--- config.mk ---
export PLATFORM = sky130hd
export DESIGN_NAME = cmit_regmap
export DESIGN_NICKNAME = d
export VERILOG_FILES = /design/src/hw/cmit_pkg.sv /design/src/hw/cmit_word_ram.sv /design/src/hw/cmit_sticky_bank.sv /design/src/hw/cmit_regmap.sv
export SDC_FILE = /design/constraint.sdc
export NUM_CORES = 1
export LEC_CHECK = 0
export CORE_ASPECT_RATIO = 0.75
export CORE_MARGIN = 2
export CORE_UTILIZATION = 43
export CTS_CLUSTER_DIAMETER = 30
export DETAILED_ROUTE_END_ITERATION = 10
export DONT_BUFFER_PORTS = 1
export GPL_TIMING_DRIVEN = 1
export SYNTH_ARGS = -nofsm -noshare
export SYNTH_HDL_FRONTEND = slang
export SYNTH_SLANG_ARGS = --single-unit
--- constraint.sdc ---
create_clock -name core_clk -period 4.8 [get_ports core_clk]
set_clock_uncertainty 0.1 [all_clocks]
set_input_delay 0.96 -clock core_clk [delete_from_list [all_inputs] [get_ports core_clk]]
set_output_delay 0.96 -clock core_clk [all_outputs]
set_load 0.01 [all_outputs]
--- src/hw/cmit_pkg.sv ---
// Constants shared by the host register map and interrupt tree.
// Assumes a single 40 MHz core clock and a synchronous word-wide host port.
//
// How it works
// Select input low steers an access into the internal register half.
// Select input high steers an access into the external memory window.
// Five latched page bits give the upper external address, 32 pages.
// Every host access is a whole 16-bit word; there are no byte lanes.
// Word locations are decoded from host address bit 1 upward.
// A sticky status bit is set by its condition and stays set after it.
// Writing one clears a sticky bit only once its condition has gone.
// Writes to read-only registers change nothing.
// Write-only mode bits are written high by the host and read as zero.
// The TX, RX and cell modules have event status bits and matching masks.
// Interrupt needs a status bit, its mask bit and its module enable.
// Main status shows which module holds a pending alarm.
// The host never writes the reserved words; they keep reset values.
// Main control bits 0 to 4 enable the five modules, active high.
// Until soft reset release is high only host-interface words respond.
// Unmapped internal words read zero and ignore writes.
`default_nettype none

package cmit_pkg;

    // ====================================================================
    // Widths
    localparam int DW      = 16;
    localparam int AW      = 15;
    localparam int PAGE_W  = 5;
    localparam int EXT_AW  = AW + PAGE_W;
    localparam int NUM_MOD = 5;

    // ====================================================================
    // Byte offsets of the internal registers
    localparam logic [15:0] OFF_MAIN_CONTROL    = 16'h0000;
    localparam logic [15:0] OFF_MAIN_STATUS     = 16'h0002;
    localparam logic [15:0] OFF_RESERVED_A      = 16'h0010;
    localparam logic [15:0] OFF_RESERVED_B      = 16'h0012;
    localparam logic [15:0] OFF_PAGE_WINDOW     = 16'h0030;
    localparam logic [15:0] OFF_RESERVED_C      = 16'h0032;
    localparam logic [15:0] OFF_RESERVED_D      = 16'h0034;
    localparam logic [15:0] OFF_READ_PARITY     = 16'h0036;
    localparam logic [15:0] OFF_MEMORY_CONFIG   = 16'h0040;
    localparam logic [15:0] OFF_TX_SEG_CONTROL  = 16'h2000;
    localparam logic [15:0] OFF_TX_SEG_STATUS   = 16'h2002;
    localparam logic [15:0] OFF_RX_REASM_CTRL   = 16'h3000;
    localparam logic [15:0] OFF_RX_REASM_STATUS = 16'h3002;
    localparam logic [15:0] OFF_RX_MISC_ID      = 16'h3010;
    localparam logic [15:0] OFF_RX_MISC_COUNT   = 16'h3012;
    localparam logic [15:0] OFF_RX_UNDER_ID     = 16'h3020;
    localparam logic [15:0] OFF_RX_UNDER_COUNT  = 16'h3022;
    localparam logic [15:0] OFF_RX_OVER_ID      = 16'h3030;
    localparam logic [15:0] OFF_RX_OVER_COUNT   = 16'h3032;
    localparam logic [15:0] OFF_CELL_PORT_CTRL  = 16'h4000;
    localparam logic [15:0] OFF_CELL_PORT_STAT  = 16'h4002;
    localparam logic [15:0] HOST_IF_LIMIT       = 16'h2000;

    // ====================================================================
    // Plain configuration words kept in the word memory, in index order:
    // sched_a base/frame_end/end_ratio, sched_b, sched_c,
    // tx_ctrl_struct_base, tx_cell_fifo base/wr_ptr/rd_ptr,
    // path_channel_concat, path_id match/mask, channel_id match/mask,
    // path_id_timing.
    localparam int RAM_WORDS = 19;
    localparam int RAM_IW    = 5;
    localparam logic [15:0] RAM_OFFS [RAM_WORDS] = '{
        16'h2010, 16'h2012, 16'h2014, 16'h2020, 16'h2022, 16'h2024,
        16'h2030, 16'h2032, 16'h2034, 16'h2040, 16'h2050, 16'h2052,
        16'h2054, 16'h4010, 16'h4012, 16'h4014, 16'h4016, 16'h4018,
        16'h401A};

    // ====================================================================
    // Reset values and fields
    localparam logic [15:0] RST_MAIN_CONTROL  = 16'h0000;
    localparam logic [15:0] RST_RESERVED_A    = 16'h0000;
    localparam logic [15:0] RST_RESERVED_B    = 16'h0001;
    localparam logic [15:0] RST_RESERVED_C    = 16'h0000;
    localparam logic [15:0] RST_RESERVED_D    = 16'h0000;
    localparam logic [15:0] RST_PAGE_WINDOW   = 16'h0000;
    localparam logic [15:0] RST_MEMORY_CONFIG = 16'h0008;
    localparam logic [15:0] RST_ZERO          = 16'h0000;
    localparam logic [15:0] MEMORY_CONFIG_WO_MASK    = 16'hF000;
    localparam int MOD_TDM  = 0;
    localparam int MOD_TX   = 1;
    localparam int MOD_RX   = 2;
    localparam int MOD_CELL = 3;
    localparam int MOD_TIM  = 4;
    localparam int SOFT_RESET_RELEASE_BIT = 15;

    // ====================================================================
    // Host access sequencer
    typedef enum logic [1:0] {
        ST_IDLE,
        ST_INT,
        ST_EXT,
        ST_ANS
    } cmit_state_e;

endpackage : cmit_pkg

`default_nettype wire

--- src/hw/cmit_word_ram.sv ---
// Small word memory for plain configuration registers.
// Assumes one write or read per cycle; read data come out of a register.
`default_nettype none
`timescale 1ns/1ps

module cmit_word_ram #(
    parameter int DW    = 16,
    parameter int DEPTH = 19,
    parameter int IW    = 5
) (
    input  wire logic          core_clk,
    input  wire logic          rst,
    input  wire logic          we,
    input  wire logic [IW-1:0] idx,
    input  wire logic [DW-1:0] wdata,
    output var  logic [DW-1:0] rdata_q
);

    // ====================================================================
    // Storage
    logic [DW-1:0] mem [DEPTH];

    // Contents are not reset; software programs every word before use.
    always_ff @(posedge core_clk) begin
        if (we) begin
            mem[idx] <= wdata;
        end
    end

    // Registered read keeps the answer path short.
    always_ff @(posedge core_clk) begin
        if (rst) begin
            rdata_q <= '0;
        end else begin
            rdata_q <= mem[idx];
        end
    end

endmodule : cmit_word_ram

`default_nettype wire

--- src/hw/cmit_sticky_bank.sv ---
// One module status register of sticky, write-one-to-clear event bits.
// Assumes the event conditions are levels synchronous to the core clock.
`default_nettype none
`timescale 1ns/1ps

module cmit_sticky_bank #(
    parameter int W = 16
) (
    input  wire logic         core_clk,
    input  wire logic         hold_clear,
    input  wire logic [W-1:0] cond,
    input  wire logic [W-1:0] w1c,
    output var  logic [W-1:0] status_q
);

    // ====================================================================
    // Clear only where the condition is gone; a live event always wins.
    logic [W-1:0] status_d;

    assign status_d = (status_q & ~(w1c & ~cond)) | cond;

    // The bank is held empty while the owning module is in reset.
    always_ff @(posedge core_clk) begin
        if (hold_clear) begin
            status_q <= '0;
        end else begin
            status_q <= status_d;
        end
    end

endmodule : cmit_sticky_bank

`default_nettype wire

--- src/hw/cmit_regmap.sv ---
// Host register map, external memory window and interrupt tree.
// Assumes host strobes synchronous to core_clk and one access at a time.
`default_nettype none
`timescale 1ns/1ps

module cmit_regmap (
    input  wire logic        core_clk,
    input  wire logic        rst,
    // Host word port.
    input  wire logic        host_req,
    input  wire logic        host_wr,
    input  wire logic [14:0] host_addr,
    input  wire logic        int_ext_space_select,
    input  wire logic [15:0] host_wdata,
    output var  logic [15:0] host_rdata,
    output var  logic        host_ack,
    output var  logic        host_busy,
    // External memory side.
    output var  logic        ext_req,
    output var  logic        ext_we,
    output var  logic [19:0] ext_addr,
    output var  logic [15:0] ext_wdata,
    input  wire logic [15:0] ext_rdata,
    input  wire logic        ext_ack,
    // Module events and state.
    input  wire logic [15:0] tx_events,
    input  wire logic [15:0] rx_events,
    input  wire logic [15:0] cell_events,
    input  wire logic        tdm_pending,
    input  wire logic        tim_pending,
    input  wire logic [15:0] rx_misc_id,
    input  wire logic [15:0] rx_misc_count,
    input  wire logic [15:0] rx_under_id,
    input  wire logic [15:0] rx_under_count,
    input  wire logic [15:0] rx_over_id,
    input  wire logic [15:0] rx_over_count,
    // Outputs to the rest of the chip.
    output var  logic        irq,
    output var  logic        soft_reset_release,
    output var  logic [15:0] aal5_wo_bits
);

    // ====================================================================
    // Sequencer state and registers
    cmit_pkg::cmit_state_e state_q;
    cmit_pkg::cmit_state_e state_d;

    logic [15:0] main_control_q;
    logic [4:0]  page_q;
    logic [15:0] memcfg_q;
    logic [15:0] tx_ctl_q;
    logic [15:0] rx_ctl_q;
    logic [15:0] cell_ctl_q;
    logic [15:0] parity_q;
    logic [15:0] rd_mux_q;
    logic        sel_ram_q;
    logic        ext_rd_q;
    logic [15:0] rdata_q;
    logic        irq_q;
    logic        ext_req_q;
    logic        ext_we_q;
    logic [19:0] ext_addr_q;
    logic [15:0] ext_wdata_q;

    // ====================================================================
    // Access decode
    logic [15:0] byte_addr;
    logic        take;
    logic        take_int;
    logic        take_ext;
    logic        reg_open;
    logic        int_wr;

    // Host address bit 1 is the lowest line, so bit 0 is always zero.
    assign byte_addr = {host_addr, 1'b0};
    assign take      = host_req && (state_q == cmit_pkg::ST_IDLE);
    assign take_int  = take && !int_ext_space_select;
    assign take_ext  = take && int_ext_space_select;

    // Before soft reset release only the host-interface block answers.
    assign reg_open = soft_reset_release ||
                      (byte_addr < cmit_pkg::HOST_IF_LIMIT);
    // Whole-word writes only; there is no byte-enable path at all.
    assign int_wr   = take_int && host_wr && reg_open;

    // Register hits.
    logic hit_mc;
    logic hit_ms;
    logic hit_ra;
    logic hit_rb;
    logic hit_pw;
    logic hit_rc;
    logic hit_rd;
    logic hit_rp;
    logic hit_mem;
    logic hit_txc;
    logic hit_txs;
    logic hit_rxc;
    logic hit_rxs;
    logic hit_rmi;
    logic hit_rmc;
    logic hit_rui;
    logic hit_ruc;
    logic hit_roi;
    logic hit_roc;
    logic hit_cpc;
    logic hit_cps;

    assign hit_mc  = byte_addr == cmit_pkg::OFF_MAIN_CONTROL;
    assign hit_ms  = byte_addr == cmit_pkg::OFF_MAIN_STATUS;
    assign hit_ra  = byte_addr == cmit_pkg::OFF_RESERVED_A;
    assign hit_rb  = byte_addr == cmit_pkg::OFF_RESERVED_B;
    assign hit_pw  = byte_addr == cmit_pkg::OFF_PAGE_WINDOW;
    assign hit_rc  = byte_addr == cmit_pkg::OFF_RESERVED_C;
    assign hit_rd  = byte_addr == cmit_pkg::OFF_RESERVED_D;
    assign hit_rp  = byte_addr == cmit_pkg::OFF_READ_PARITY;
    assign hit_mem = byte_addr == cmit_pkg::OFF_MEMORY_CONFIG;
    assign hit_txc = byte_addr == cmit_pkg::OFF_TX_SEG_CONTROL;
    assign hit_txs = byte_addr == cmit_pkg::OFF_TX_SEG_STATUS;
    assign hit_rxc = byte_addr == cmit_pkg::OFF_RX_REASM_CTRL;
    assign hit_rxs = byte_addr == cmit_pkg::OFF_RX_REASM_STATUS;
    assign hit_rmi = byte_addr == cmit_pkg::OFF_RX_MISC_ID;
    assign hit_rmc = byte_addr == cmit_pkg::OFF_RX_MISC_COUNT;
    assign hit_rui = byte_addr == cmit_pkg::OFF_RX_UNDER_ID;
    assign hit_ruc = byte_addr == cmit_pkg::OFF_RX_UNDER_COUNT;
    assign hit_roi = byte_addr == cmit_pkg::OFF_RX_OVER_ID;
    assign hit_roc = byte_addr == cmit_pkg::OFF_RX_OVER_COUNT;
    assign hit_cpc = byte_addr == cmit_pkg::OFF_CELL_PORT_CTRL;
    assign hit_cps = byte_addr == cmit_pkg::OFF_CELL_PORT_STAT;

    // ====================================================================
    // Word memory for the plain configuration words
    logic [cmit_pkg::RAM_WORDS-1:0] ram_match;
    logic [cmit_pkg::RAM_IW-1:0]    ram_idx;
    logic                           ram_hit;
    logic [15:0]                    ram_rdata;

    for (genvar i = 0; i < cmit_pkg::RAM_WORDS; i++) begin : g_ram_hit
        assign ram_match[i] = byte_addr == cmit_pkg::RAM_OFFS[i];
    end

    assign ram_hit = |ram_match;

    // Encode the one-hot match into a word index.
    always_comb begin
        ram_idx = '0;
        for (int j = 0; j < cmit_pkg::RAM_WORDS; j++) begin
            if (ram_match[j]) begin
                ram_idx = cmit_pkg::RAM_IW'(j);
            end
        end
    end

    cmit_word_ram #(
        .DW    (16),
        .DEPTH (cmit_pkg::RAM_WORDS),
        .IW    (cmit_pkg::RAM_IW)
    ) u_cfg_ram (
        .core_clk (core_clk),
        .rst      (rst),
        .we       (int_wr && ram_hit),
        .idx      (ram_idx),
        .wdata    (host_wdata),
        .rdata_q  (ram_rdata)
    );

    // ====================================================================
    // Sticky module status banks
    logic        bank_hold;
    logic [15:0] tx_status;
    logic [15:0] rx_status;
    logic [15:0] cell_status;
    logic [15:0] tx_w1c;
    logic [15:0] rx_w1c;
    logic [15:0] cell_w1c;

    // Module status stays cleared while soft reset still holds the core.
    assign bank_hold = rst || !soft_reset_release;
    assign tx_w1c    = (int_wr && hit_txs) ? host_wdata : '0;
    assign rx_w1c    = (int_wr && hit_rxs) ? host_wdata : '0;
    assign cell_w1c  = (int_wr && hit_cps) ? host_wdata : '0;

    cmit_sticky_bank #(.W(16)) u_tx_bank (
        .core_clk   (core_clk),
        .hold_clear (bank_hold),
        .cond       (tx_events),
        .w1c        (tx_w1c),
        .status_q   (tx_status)
    );

    cmit_sticky_bank #(.W(16)) u_rx_bank (
        .core_clk   (core_clk),
        .hold_clear (bank_hold),
        .cond       (rx_events),
        .w1c        (rx_w1c),
        .status_q   (rx_status)
    );

    cmit_sticky_bank #(.W(16)) u_cell_bank (
        .core_clk   (core_clk),
        .hold_clear (bank_hold),
        .cond       (cell_events),
        .w1c        (cell_w1c),
        .status_q   (cell_status)
    );

    // ====================================================================
    // Interrupt tree
    logic [cmit_pkg::NUM_MOD-1:0] mod_pending;

    // TX, RX and cell are pending when an event bit meets its own mask bit; TDM and timer pending come straight in.
    assign mod_pending[cmit_pkg::MOD_TDM]  = tdm_pending;
    assign mod_pending[cmit_pkg::MOD_TX]   = |(tx_status & tx_ctl_q);
    assign mod_pending[cmit_pkg::MOD_RX]   = |(rx_status & rx_ctl_q);
    assign mod_pending[cmit_pkg::MOD_CELL] =
        |(cell_status & cell_ctl_q);
    assign mod_pending[cmit_pkg::MOD_TIM]  = tim_pending;

    // Module enables sit in main control bits 0 to 4.
    always_ff @(posedge core_clk) begin
        if (rst) begin
            irq_q <= 1'b0;
        end else begin
            irq_q <= |(mod_pending &
                       main_control_q[cmit_pkg::NUM_MOD-1:0]);
        end
    end

    // ====================================================================
    // Read data selection
    logic [15:0] rd_mux;
    logic [15:0] main_status;

    assign main_status = {11'h000, mod_pending};

    // Reserved words read their reset values; unmapped words read zero.
    always_comb begin
        rd_mux = cmit_pkg::RST_ZERO;
        if (!reg_open) begin
            rd_mux = cmit_pkg::RST_ZERO;
        end else if (hit_mc) begin
            rd_mux = main_control_q;
        end else if (hit_ms) begin
            rd_mux = main_status;
        end else if (hit_ra) begin
            rd_mux = cmit_pkg::RST_RESERVED_A;
        end else if (hit_rb) begin
            rd_mux = cmit_pkg::RST_RESERVED_B;
        end else if (hit_rc) begin
            rd_mux = cmit_pkg::RST_RESERVED_C;
        end else if (hit_rd) begin
            rd_mux = cmit_pkg::RST_RESERVED_D;
        end else if (hit_pw) begin
            rd_mux = {11'h000, page_q};
        end else if (hit_rp) begin
            rd_mux = parity_q;
        end else if (hit_mem) begin
            rd_mux = memcfg_q & ~cmit_pkg::MEMORY_CONFIG_WO_MASK;
        end else if (hit_txc) begin
            rd_mux = tx_ctl_q;
        end else if (hit_txs) begin
            rd_mux = tx_status;
        end else if (hit_rxc) begin
            rd_mux = rx_ctl_q;
        end else if (hit_rxs) begin
            rd_mux = rx_status;
        end else if (hit_rmi) begin
            rd_mux = rx_misc_id;
        end else if (hit_rmc) begin
            rd_mux = rx_misc_count;
        end else if (hit_rui) begin
            rd_mux = rx_under_id;
        end else if (hit_ruc) begin
            rd_mux = rx_under_count;
        end else if (hit_roi) begin
            rd_mux = rx_over_id;
        end else if (hit_roc) begin
            rd_mux = rx_over_count;
        end else if (hit_cpc) begin
            rd_mux = cell_ctl_q;
        end else if (hit_cps) begin
            rd_mux = cell_status;
        end
    end

    // ====================================================================
    // Writable control registers
    // Read-only words have no write enable here, so writes fall away.
    always_ff @(posedge core_clk) begin
        if (rst) begin
            main_control_q <= cmit_pkg::RST_MAIN_CONTROL;
            page_q         <= cmit_pkg::RST_PAGE_WINDOW[4:0];
            memcfg_q       <= cmit_pkg::RST_MEMORY_CONFIG;
            tx_ctl_q       <= cmit_pkg::RST_ZERO;
            rx_ctl_q       <= cmit_pkg::RST_ZERO;
            cell_ctl_q     <= cmit_pkg::RST_ZERO;
        end else if (int_wr) begin
            if (hit_mc) main_control_q <= host_wdata;
            if (hit_pw) page_q <= host_wdata[4:0];
            if (hit_mem) memcfg_q <= host_wdata;
            if (hit_txc) tx_ctl_q <= host_wdata;
            if (hit_rxc) rx_ctl_q <= host_wdata;
            if (hit_cpc) cell_ctl_q <= host_wdata;
        end
    end

    // ====================================================================
    // Access sequencer
    always_comb begin
        state_d = state_q;
        case (state_q)
            cmit_pkg::ST_IDLE: begin
                if (take_int) state_d = cmit_pkg::ST_INT;
                if (take_ext) state_d = cmit_pkg::ST_EXT;
            end
            cmit_pkg::ST_INT: begin
                state_d = cmit_pkg::ST_ANS;
            end
            cmit_pkg::ST_EXT: begin
                if (ext_ack) state_d = cmit_pkg::ST_ANS;
            end
            cmit_pkg::ST_ANS: begin
                state_d = cmit_pkg::ST_IDLE;
            end
            default: begin
                state_d = cmit_pkg::ST_IDLE;
            end
        endcase
    end

    always_ff @(posedge core_clk) begin
        if (rst) begin
            state_q <= cmit_pkg::ST_IDLE;
        end else begin
            state_q <= state_d;
        end
    end

    // Capture the internal read select at the taking edge.
    always_ff @(posedge core_clk) begin
        if (rst) begin
            rd_mux_q  <= cmit_pkg::RST_ZERO;
            sel_ram_q <= 1'b0;
        end else if (take_int) begin
            rd_mux_q  <= rd_mux;
            sel_ram_q <= ram_hit && reg_open;
        end
    end

    // ====================================================================
    // External window request; the page supplies the top address bits.
    always_ff @(posedge core_clk) begin
        if (rst) begin
            ext_req_q   <= 1'b0;
            ext_we_q    <= 1'b0;
            ext_rd_q    <= 1'b0;
            ext_addr_q  <= '0;
            ext_wdata_q <= cmit_pkg::RST_ZERO;
        end else begin
            ext_req_q <= take_ext;
            if (take_ext) begin
                ext_we_q    <= host_wr;
                ext_rd_q    <= !host_wr;
                ext_addr_q  <= {page_q, host_addr};
                ext_wdata_q <= host_wdata;
            end
        end
    end

    // ====================================================================
    // Answer data and read parity of the last external read word
    always_ff @(posedge core_clk) begin
        if (rst) begin
            rdata_q  <= cmit_pkg::RST_ZERO;
            parity_q <= cmit_pkg::RST_ZERO;
        end else if (state_q == cmit_pkg::ST_INT) begin
            rdata_q <= sel_ram_q ? ram_rdata : rd_mux_q;
        end else if (state_q == cmit_pkg::ST_EXT && ext_ack) begin
            rdata_q <= ext_rd_q ? ext_rdata : cmit_pkg::RST_ZERO;
            if (ext_rd_q) parity_q <= {15'h0000, ^ext_rdata};
        end
    end

    // ====================================================================
    // Outputs
    assign host_rdata         = rdata_q;
    assign host_ack           = state_q == cmit_pkg::ST_ANS;
    assign host_busy          = state_q != cmit_pkg::ST_IDLE;
    assign ext_req            = ext_req_q;
    assign ext_we             = ext_we_q;
    assign ext_addr           = ext_addr_q;
    assign ext_wdata          = ext_wdata_q;
    assign irq                = irq_q;
    assign soft_reset_release = main_control_q[cmit_pkg::SOFT_RESET_RELEASE_BIT];
    assign aal5_wo_bits       = memcfg_q & cmit_pkg::MEMORY_CONFIG_WO_MASK;

endmodule : cmit_regmap

`default_nettype wire

[Word-level counts from Yosys, hierarchy flattened]
Memory sizes are Yosys's and may differ from the RTL's. A register that Yosys moved wholly into a read port is not among the register bits.
Cells that the tools add are included.
Storage, ports and cells
  register bits after elaboration: 209
  memory bits (writable): 304
  input port bits: 199
  output and inout port bits: 74
  logic and storage cells: 173
  memories: 1
Operators by class
  magnitude comparators: 1
  equal/unequal tests: 44
  mux-type cells: 53
  bitwise gates (word level): 20
  reductions and logical operators: 34
Memories
  u_cfg_ram.mem: depth 19, bits a word 16, rd ports 1, clocked after memory_dff 1, wr ports 1, RTL line cmit_word_ram.sv:21  | logic [DW-1:0] mem [DEPTH];
Operator list (number)
  $mux W16: 29
  $eq A15 B13 Y1 const B: 23
  $and A16 B16 Y16: 9
  $eq A15 B14 Y1 const B: 8
  $not A16 Y16: 6
  $mux W5: 15
  $eq A15 B5 Y1 const B: 4
  $or A16 B16 Y16: 3
  $reduce_or A16 Y1: 3
  $eq A15 B4 Y1 const B: 2
  $reduce_or A19 Y1: 1
  $logic_not A16 Y1: 1
  $lt A16 B14 Y1 const B: 1
  $reduce_xor A16 Y1: 1
  $eq A15 B1 Y1 const B: 1
  $eq A15 B6 Y1 const B: 1
  $reduce_and A2 Y1: 7
  $logic_and A1 B1 Y1: 11
  $mux W2: 5
  $pmux W2 S4: 1
  $and A5 B5 Y5: 1
  $reduce_or A5 Y1: 1
  $eq A2 B2 Y1 const B: 2
  $reduce_bool A2 Y1: 2
  other kinds (9): 14

[Logic depth before layout (Yosys ltp)]
Gate-level depths: netlist of run 1.
  depth in word-level cells: 23
  depth in mapped cells: 12
  mapped depth without buffers: 9

[Modules after synthesis]
Synthesis of run 1 repeated with hierarchy kept, for this count alone.
Unflattened totals
  cells, all modules: 2177
  area, all modules: 23663.9 µm²
Modules (own cells, without submodules)
  cmit_word_ram: instances 1, cells an instance 707, area an instance 12293.0 µm²
  cmit_regmap: instances 1, cells an instance 1272, area an instance 9482.8 µm²
  cmit_sticky_bank: instances 3, cells an instance 66, area an instance 629.4 µm²

[Worst setup path after synthesis of run 1]
No wires, ideal clock.
  path type: input port to flip-flop
  start: input port host_addr[4]
  end: memory u_cfg_ram.mem[18][0] (enable)
  library setup time: 0.409 ns
  arrival time: 4.224 ns
  data required time: 4.291 ns
  path slack: 0.066 ns
  stages: 11
  buffers on the path: 5
  path through: buf_6 or4_1 buf_2 nor4_4 a21boi_1 nand2_2 buf_6 buf_4 buf_2 nand2_1 nor3_1
On the way
  longest elaborated chain between the ends: 19
  elaborated cells between the ends (all ways): 44
  those cells by class: order compare (1); eq/ne (19); mux (20); reduce/logical (4)
RTL lines
  start: declaration: RTL line cmit_regmap.sv:12  | input wire logic [14:0] host_addr,
  $eq A15 B13 Y1: RTL line cmit_regmap.sv:139  | assign ram_match[i] = byte_addr == cmit_pkg::RAM_OFFS[i];
  $mux W1: RTL line cmit_regmap.sv:148  | if (ram_match[j]) begin
  $mux W2 (2 in a row): RTL line cmit_regmap.sv:148
  $mux W5 (15 in a row): RTL line cmit_regmap.sv:148
  end: declaration: RTL line cmit_word_ram.sv:21
Parallel ways exist; a longest one is shown, timed or not.

[Final worst setup path of run 1]
  start: input port host_addr[8]
  end: register u_cfg_ram.rdata_q[6], read port of u_cfg_ram.mem
On the way
  longest elaborated chain between the ends: 19
  elaborated cells between the ends (all ways): 36
  those cells by class: eq/ne (18); mux (18)
RTL lines
  $eq A15 B13 Y1: RTL line cmit_regmap.sv:139
  $mux W1: RTL line cmit_regmap.sv:148
  $mux W2 (2 in a row): RTL line cmit_regmap.sv:148
  $mux W5 (14 in a row): RTL line cmit_regmap.sv:148
  $mux W5 *: RTL line cmit_regmap.sv:148
  end: declaration: RTL line cmit_word_ram.sv:16  | output var logic [DW-1:0] rdata_q
Mark *: on every way between the ends. The rest lies on a longest branch, timed or not.
A chain may end at the register's enable or synchronous reset.

==> metrics.md, run 1 <==
| Metric | Value |
|---|---|
| Largest net degree at the start of global routing | `176` |
| Synthesis-to-finish area growth | `18.6%` |
| Final critical-path share of the clock period | `76.9%` |
| Category of the worst setup path capture point | `flip-flop` |
| All-layer global routing usage | `30.8%` |
| Critical path arrival | `4.11 ns` |
| Setup WS post-layout | `1.11 ns` |
| Final core utilization | `51.5%` |
| Total vias in the final route | `18.9k` |
| Post-synthesis cell type count | `82` |
| Unrepaired setup endpoints after global routing | `no` |
| # nets final | `2413` |
| Mean area per synthesized cell | `10.5 um2` |
| Number of antenna violations at the first check in global routing | `7` |
| Number of placement rows | `73` |
| Setup violations, final | `0` |
| Die span in x | `271 um` |
| CTS tree | `done` |
| DIE HEIGHT | `204 um` |
| # IOs | `273` |
| Standard cell core area | `52800 um2` |
| Number of max-cap violations | `0` |
| Final Instance Count excl. Fillers | `3002` |
| Antenna Violating Nets Remaining | `0` |
| Worst rel slew slack | `25.9%` |
| Worst slew pin tran | `1.11 ns` |
| Setup bufs post-CTS | `0` |
| Starting density of the core | `43.4%` |
| Worst ir drop on vdd | `0.311 mV` |
| CTS sink cnt | `529` |
| Dpl cell area | `23900 um2` |
| Hold_ws | `0.283 ns` |
| Maximum fanout along the worst path | `27` |
| Hold Buf Count CTS | `0` |
| Syn Std Cell Area | `22900 um2` |
| Tightest Hold Check Type | `primary input to flip-flop` |
| Final Cell Area | `27200 um2` |
| Final routed DRC violation total | `0` |
| Overall power consumption | `12.4 mW` |
| Via-per-instance ratio | `6.29` |
| Vias in the first global route | `17.8k` |
| Wire length of the first global-routing pass | `124 mm` |
| H-tree Lvls | `3` |
| WS Path Type | `primary input to flip-flop` |
| Leakage power of the design | `8.87 nW` |
| Total Routed Length | `87.0 mm` |
| Final Hold Viols | `0` |
| Async set-or-reset flop fraction in the synthesized netlist | `0%` |
| Drt first-iter violations | `2820` |
| Number of iterations in the first detailed-routing pass | `8` |
| HPWL after detailed placement | `58.5 mm` |
| Setup crit start kind | `primary input` |
| Top area cells in the synthesized netlist | `sky130_fd_sc_hd__edfxtp_1, sky130_fd_sc_hd__dfxtp_1, sky130_fd_sc_hd__nand2_1` |
| Sequential area share after synthesis | `59.5%` |
| Max Root-Sink Buffers | `3` |
| Yosys warning total | `0` |
| Clock input transition at the sequential cells of the worst setup and hold paths | `0.05 ns` |
| PostCTS Resize Cnt | `0` |
| Time the final worst path needs with I/O delays and setup | `3.69 ns` |
| WL per Instance | `29.0 um` |
| Cell count after synthesis | `2188` |
| Total Neg Setup Slack | `0 ns` |
| Data required time at the worst endpoint | `5.22 ns` |
| Post-place setup slack | `0.486 ns` |
| Global placement routability congestion | `0.936` |
| IO Port Bufs | `0` |
| Result of the run | `finished clean` |
| TritonCTS buffer count | `95` |
| Number of instances in the placed design | `2824` |
| Leading register cell type out of synthesis | `sky130_fd_sc_hd__edfxtp_1` |
| Global route overflow | `0` |
| Flop and latch count out of synthesis | `529` |
| Final Max Tran Viols | `0` |
| Max frequency | `0.271 GHz` |
| Die Outline Area | `55200 um2` |
| Share of Yosys cell area claimed by the top area cell type | `39.8%` |
| Flop-to-flop setup slack | `1.69 ns` |
| Post-synth EDFFs | `304` |
| Cell type contributing the most total cell area after synthesis | `sky130_fd_sc_hd__edfxtp_1` |
| Clock root buffer master | `sky130_fd_sc_hd__clkbuf_16` |
| Insertion delay to the later sink of the worst-skew pair | `0.66 ns` |
| Pwr Density | `455 nW/um2` |
| Filler cell count | `4700` |
| Share of cells above drive strength 1 | `13.8%` |
cell usage in the layout (no fill, tap or decap), types with 25 or more instances in the layout:
cell type	Yosys	routed
sky130_fd_sc_hd__buf_4	22	84
sky130_fd_sc_hd__nor3_1	29	25
sky130_fd_sc_hd__mux2_2	28	28
sky130_fd_sc_hd__nand3_1	34	33
sky130_fd_sc_hd__a21oi_1	244	244
sky130_fd_sc_hd__o22ai_1	28	28
sky130_fd_sc_hd__a221oi_1	42	42
sky130_fd_sc_hd__a211oi_1	41	41
sky130_fd_sc_hd__mux2i_1	43	43
sky130_fd_sc_hd__dfxtp_1	225	225
sky130_fd_sc_hd__edfxtp_1	304	304
sky130_fd_sc_hd__clkbuf_16	0	97
sky130_fd_sc_hd__nor2_1	141	140
sky130_fd_sc_hd__a22oi_1	100	100
sky130_fd_sc_hd__nand2_1	436	436
sky130_fd_sc_hd__o21ai_0	71	71
cells in the mapped netlist (all sizes together), types with 4 or more instances:
master  count
nand2     439
edfxtp    304
a21oi     244
dfxtp     225
nor2      142
clkbuf    117
a22oi     102
o21ai      72
buf        59
a221oi     43
mux2i      43
a211oi     41
nand3      35
nor3       31
mux2       28
o22ai      28
a222oi     18
a31oi      18
xnor2      14
nand4      12
a21o       11
a22o       11
and3       10
nor4       10
a221o       8
a311oi      8
o221ai      8
o211ai      7
or3         7
and2        6
inv         6
or4b        6
ha          5
o22a        5
or4         5
nand2b      4
nor2b       4
nor4b       4
o311ai      4
xor2        4
flip-flops by register name, indices dropped and copies added (netlist names), 2 cells and up:
signal                count
cell_ctl_q               16
ext_addr                 20
ext_wdata                16
host_rdata               16
main_control_q           16
memcfg_q                 16
page_q                    5
rd_mux_q                 16
rx_ctl_q                 16
state_q                   2
tx_ctl_q                 16
u_cell_bank.status_q     16
u_cfg_ram.mem           304
u_cfg_ram.rdata_q        16
u_rx_bank.status_q       16
u_tx_bank.status_q       16
worst paths after layout:
check / start / endpoint / depth (start not counted)
setup / recovery: host_addr[8] / u_cfg_ram.rdata_q[6] / 8
setup reg to reg: state_q[0] / u_rx_bank.status_q[4] / 11
hold reg to reg: memcfg_q[8] / memcfg_q[8] / 2
hold / removal: rst / memcfg_q[14] / 1
routing by layer:
layer / up-vias / GRT usage (%) / share of wire [%]
li1: 8206 / - / -
met1: 9282 / 42.4 / 41
met2: 1242 / 44.6 / 42
met3: 160 / 12.3 / 14
met4: 4 / 9.06 / 2.8
met5: - / 0 / 0.028
cell type report:
cell class,count,area [um2],share of cell area [%]
tap,712,891,3.28
antenna,1,2.50,0.00921
clock inverter,68,800,2.94
clock buffer,109,2510,9.25
timing repair buffer,89,731,2.69
sequential,529,13600,50.2
multi-input combinational,1488,8580,31.6
inverter,6,22.5,0.0829
worst max-delay path, cell delays in order:
cell and delay (ns):
sky130_fd_sc_hd__or4_1 0.70, sky130_fd_sc_hd__nor2_1 0.42, sky130_fd_sc_hd__a22oi_1 0.37, sky130_fd_sc_hd__nand2_4 0.47, sky130_fd_sc_hd__mux2_2 0.39, sky130_fd_sc_hd__a22oi_1 0.29
sky130_fd_sc_hd__o221ai_1 0.19, sky130_fd_sc_hd__o31a_1 0.28
where the power goes:
group	total [mW]	switching [mW]	internal (mW)
clock network	6.84	2.48	4.36
logic	0.502	0.326	0.176
registers	5.03	0.130	4.90
total	12.4	2.94	9.44
cells by family (layout without fill, tap and decap cells):
| logic type | after synthesis | in the layout | share of synthesized area [%] |
|---|---|---|---|
| xor+xnor | 18 | 18 | 0.688 |
| other cells | 1 | 13 | 0.0164 |
| flops | 529 | 529 | 59.5 |
| compound gates | 651 | 651 | 18.6 |
| fa+ha+maj | 5 | 5 | 0.273 |
| mux | 71 | 71 | 3.25 |
| simple gates | 731 | 731 | 14.0 |
| buf+inv | 182 | 272 | 3.67 |
(Power assumes the default switching activity.)
==> run 2, diff against run 1 <==
- clock period: 4.8 -> 3.8 ns (I/O delays scaled with it)
==> run 2 against run 1 <==
  * Count of clock-buffer cells in the layout down 10
  * Core utilization up 0.65 points
  * Critical path type unchanged
  * Sequential cell count unchanged
  * Final cell count up 1.1%
  * Routed wire length up 0.58%
  * Sequential power up 26%
  * First-iteration DRC count down 1.7%
  * Critical endpoint is now u_cfg_ram.rdata_q[11]
  * Largest cell class unchanged
  * Clock power up 22%
  * Global-route usage up 0.33 points
  * Design area up 1.3%
==> metrics.md, run 2 (synthesis results as in run 1) <==
| Metric | Value |
|---|---|
| Result of the run | `finished clean` |
| Net load switching power | `3.69 mW (+26%)` |
| Setup crit start kind | `primary input` |
| Starting density of the core | `43.4% (unchanged)` |
| Data required time at the worst endpoint | `4.19 ns (-1.03 ns)` |
| Cell depth of the worst min-delay path | `1 (unchanged)` |
| PostCTS Resize Cnt | `0 (unchanged)` |
| Unrepaired setup endpoints after global routing | `no` |
| Maximum fanout along the worst path | `8 (-70%)` |
| H-tree Lvls | `3 (unchanged)` |
| All-layer global routing usage | `31.1% (+0.33 points)` |
| Setup bufs post-CTS | `0 (unchanged)` |
| Hold_ws | `0.0805 ns (-0.203 ns)` |
| Worst rel slew slack | `29.2% (+3.4 points)` |
| Wire length of the first global-routing pass | `126 mm (+1.6%)` |
| Share of total power in combinational logic | `4.1% (about the same)` |
| Worst slew pin tran | `1.06 ns (-0.0503 ns)` |
| Most flops, register | `u_cfg_ram.mem` |
| Standard cell core area | `52800 um2 (unchanged)` |
| Largest net degree at the start of global routing | `176 (unchanged)` |
| Pwr Density | `557 nW/um2 (+22%)` |
| Critical path arrival | `3.73 ns (-0.38 ns)` |
| Max Root-Sink Buffers | `3 (unchanged)` |
| Category of the worst setup path capture point | `flip-flop` |
| Final Max Tran Viols | `0 (unchanged)` |
| Worst hold path startpoint | `rst` |
| Net Sw Frac | `24.1% (+0.37 points)` |
| Die span in x | `271 um (unchanged)` |
| Source of the critical timing path | `host_addr[8]` |
| Clock input transition at the sequential cells of the worst setup and hold paths | `0.06 ns (about the same)` |
| Hold Buf Count CTS | `0 (unchanged)` |
| Number of antenna violations at the first check in global routing | `10 (+3)` |
| HPWL after detailed placement | `59.5 mm (+1.6%)` |
| Number of max-cap violations | `0 (unchanged)` |
| Total Routed Length | `87.6 mm (+0.58%)` |
| Leakage power of the design | `9.09 nW (+2.5%)` |
| WS Path Type | `primary input to flip-flop` |
| Global placement routability congestion | `0.994 (+6.2%)` |
| Via-per-instance ratio | `6.30 (+0.16%)` |
| CTS tree | `done` |
| Time the final worst path needs with I/O delays and setup | `3.34 ns` |
| # IOs | `273 (unchanged)` |
| Final core utilization | `52.1% (+0.65 points)` |
| Final critical-path share of the clock period | `87.8%` |
| Die Outline Area | `55200 um2 (unchanged)` |
| Drt first-iter violations | `2772 (-1.7%)` |
| Top library cells by usage in the layout, fill and taps aside | `sky130_fd_sc_hd__nand2_1, sky130_fd_sc_hd__edfxtp_1, sky130_fd_sc_hd__a21oi_1` |
| Proportion of power drawn by the clock network | `54.5% (-0.8 points)` |
| # nets final | `2450 (+1.5%)` |
| IO Port Bufs | `0 (unchanged)` |
| Insertion delay to the later sink of the worst-skew pair | `0.66 ns (about the same)` |
| WL per Instance | `28.9 um (-0.48%)` |
| Tightest Hold Check Type | `primary input to flip-flop` |
| Final Hold Viols | `0 (unchanged)` |
| Number of flip-flops in the largest register | `304 (unchanged)` |
| Filler cell count | `4674 (-0.55%)` |
| Number of placement rows | `73 (unchanged)` |
| Count of cells along the worst register-to-register path | `10 (-1)` |
| Number of instances in the placed design | `2866 (+1.5%)` |
| CTS sink cnt | `529 (unchanged)` |
| Total vias in the final route | `19.1k (+1.2%)` |
| Max frequency | `0.300 GHz` |
| Setup WS post-layout | `0.462 ns (-0.645 ns)` |
| Worst ir drop on vdd | `0.383 mV (+23%)` |
| TritonCTS buffer count | `90 (-5.3%)` |
| Number of iterations in the first detailed-routing pass | `6 (-2)` |
| Clock root buffer master | `sky130_fd_sc_hd__clkbuf_16` |
| Setup violations, final | `0 (unchanged)` |
| Final Instance Count excl. Fillers | `3034 (+1.1%)` |
| DIE HEIGHT | `204 um (unchanged)` |
| Startpoint of the worst-slack reg-to-reg timing path | `state_q[0]` |
| Vias in the first global route | `18.1k (+1.8%)` |
| Share of cells above drive strength 1 | `15.4% (+1.5 points)` |
| Global route overflow | `0 (unchanged)` |
| Final routed DRC violation total | `0 (unchanged)` |
| Cell-internal power | `11.6 mW (+23%)` |
| Share of total power in sequential cells | `41.4% (+0.8 points)` |
| Antenna Violating Nets Remaining | `0 (unchanged)` |
| Synthesis-to-finish area growth | `20.1%` |
| Post-place setup slack | `-0.0785 ns (-0.565 ns)` |
| Overall power consumption | `15.3 mW (+24%)` |
| Most common cell after layout, fill and taps aside | `sky130_fd_sc_hd__nand2_1` |
run 2: worst paths after layout:
path                                               to  slack [ns]
worst min-delay path                     ext_addr[14]        0.08
worst max register to register    u_cfg_ram.mem[9][6]        0.91
worst min register to register      main_control_q[8]        0.36
worst max-delay path            u_cfg_ram.rdata_q[11]        0.46
run 2: critical path: stages:
cell,delay (ns)
sky130_fd_sc_hd__or4_1,0.72
sky130_fd_sc_hd__nor2_1,0.43
sky130_fd_sc_hd__a22oi_1,0.24
sky130_fd_sc_hd__nand2_4,0.22
sky130_fd_sc_hd__buf_4,0.22
sky130_fd_sc_hd__mux2i_1,0.27
sky130_fd_sc_hd__o21ai_0,0.20
sky130_fd_sc_hd__a221oi_1,0.45
sky130_fd_sc_hd__a221oi_1,0.20
run 2: area by class of cell:
| class | instances | area [um2] | area share, % |
|---|---|---|---|
| Clock buffer | 99 | 2320 | 8.42 |
| Clock inverter | 68 | 846 | 3.07 |
| Sequential cell | 529 | 13600 | 49.6 |
| Tap cell | 712 | 891 | 3.24 |
| Multi-Input combinational cell | 1488 | 8600 | 31.3 |
| Inverter | 6 | 22.5 | 0.0819 |
| Antenna cell | 1 | 2.50 | 0.00910 |
| Timing Repair Buffer | 131 | 1200 | 4.35 |
run 2: power by group through the flow:
stage | clock, mW | sequential (mW) | combinational [mW]
after global routing | 8.66 | 6.35 | 0.697
after detailed placement | 0 | 6.46 | 0.620
after global placement | 0 | 6.45 | 0.605
after floorplan | 0 | 6.42 | 0.553
final | 8.34 | 6.34 | 0.630
after CTS | 8.39 | 6.34 | 0.624
run 2: through the flow:
| step | area (um2) | TNS (ns) |
|---|---|---|
| floorplan | 23000 | -36.32 |
| global placement | 24300 | 0 |
| detailed placement | 24300 | -0.0785 |
| CTS | 27500 | 0 |
| global route | 27500 | 0 |
| finish | 27500 | 0 |
run 2: routing by layer:
metal	vias up	global-route usage (%)	share of wire, %
li1	8289	-	-
met1	9297	44.8	42
met2	1328	43.1	41
met3	197	11.6	14
met4	14	9.81	2.9
met5	-	0	0.096
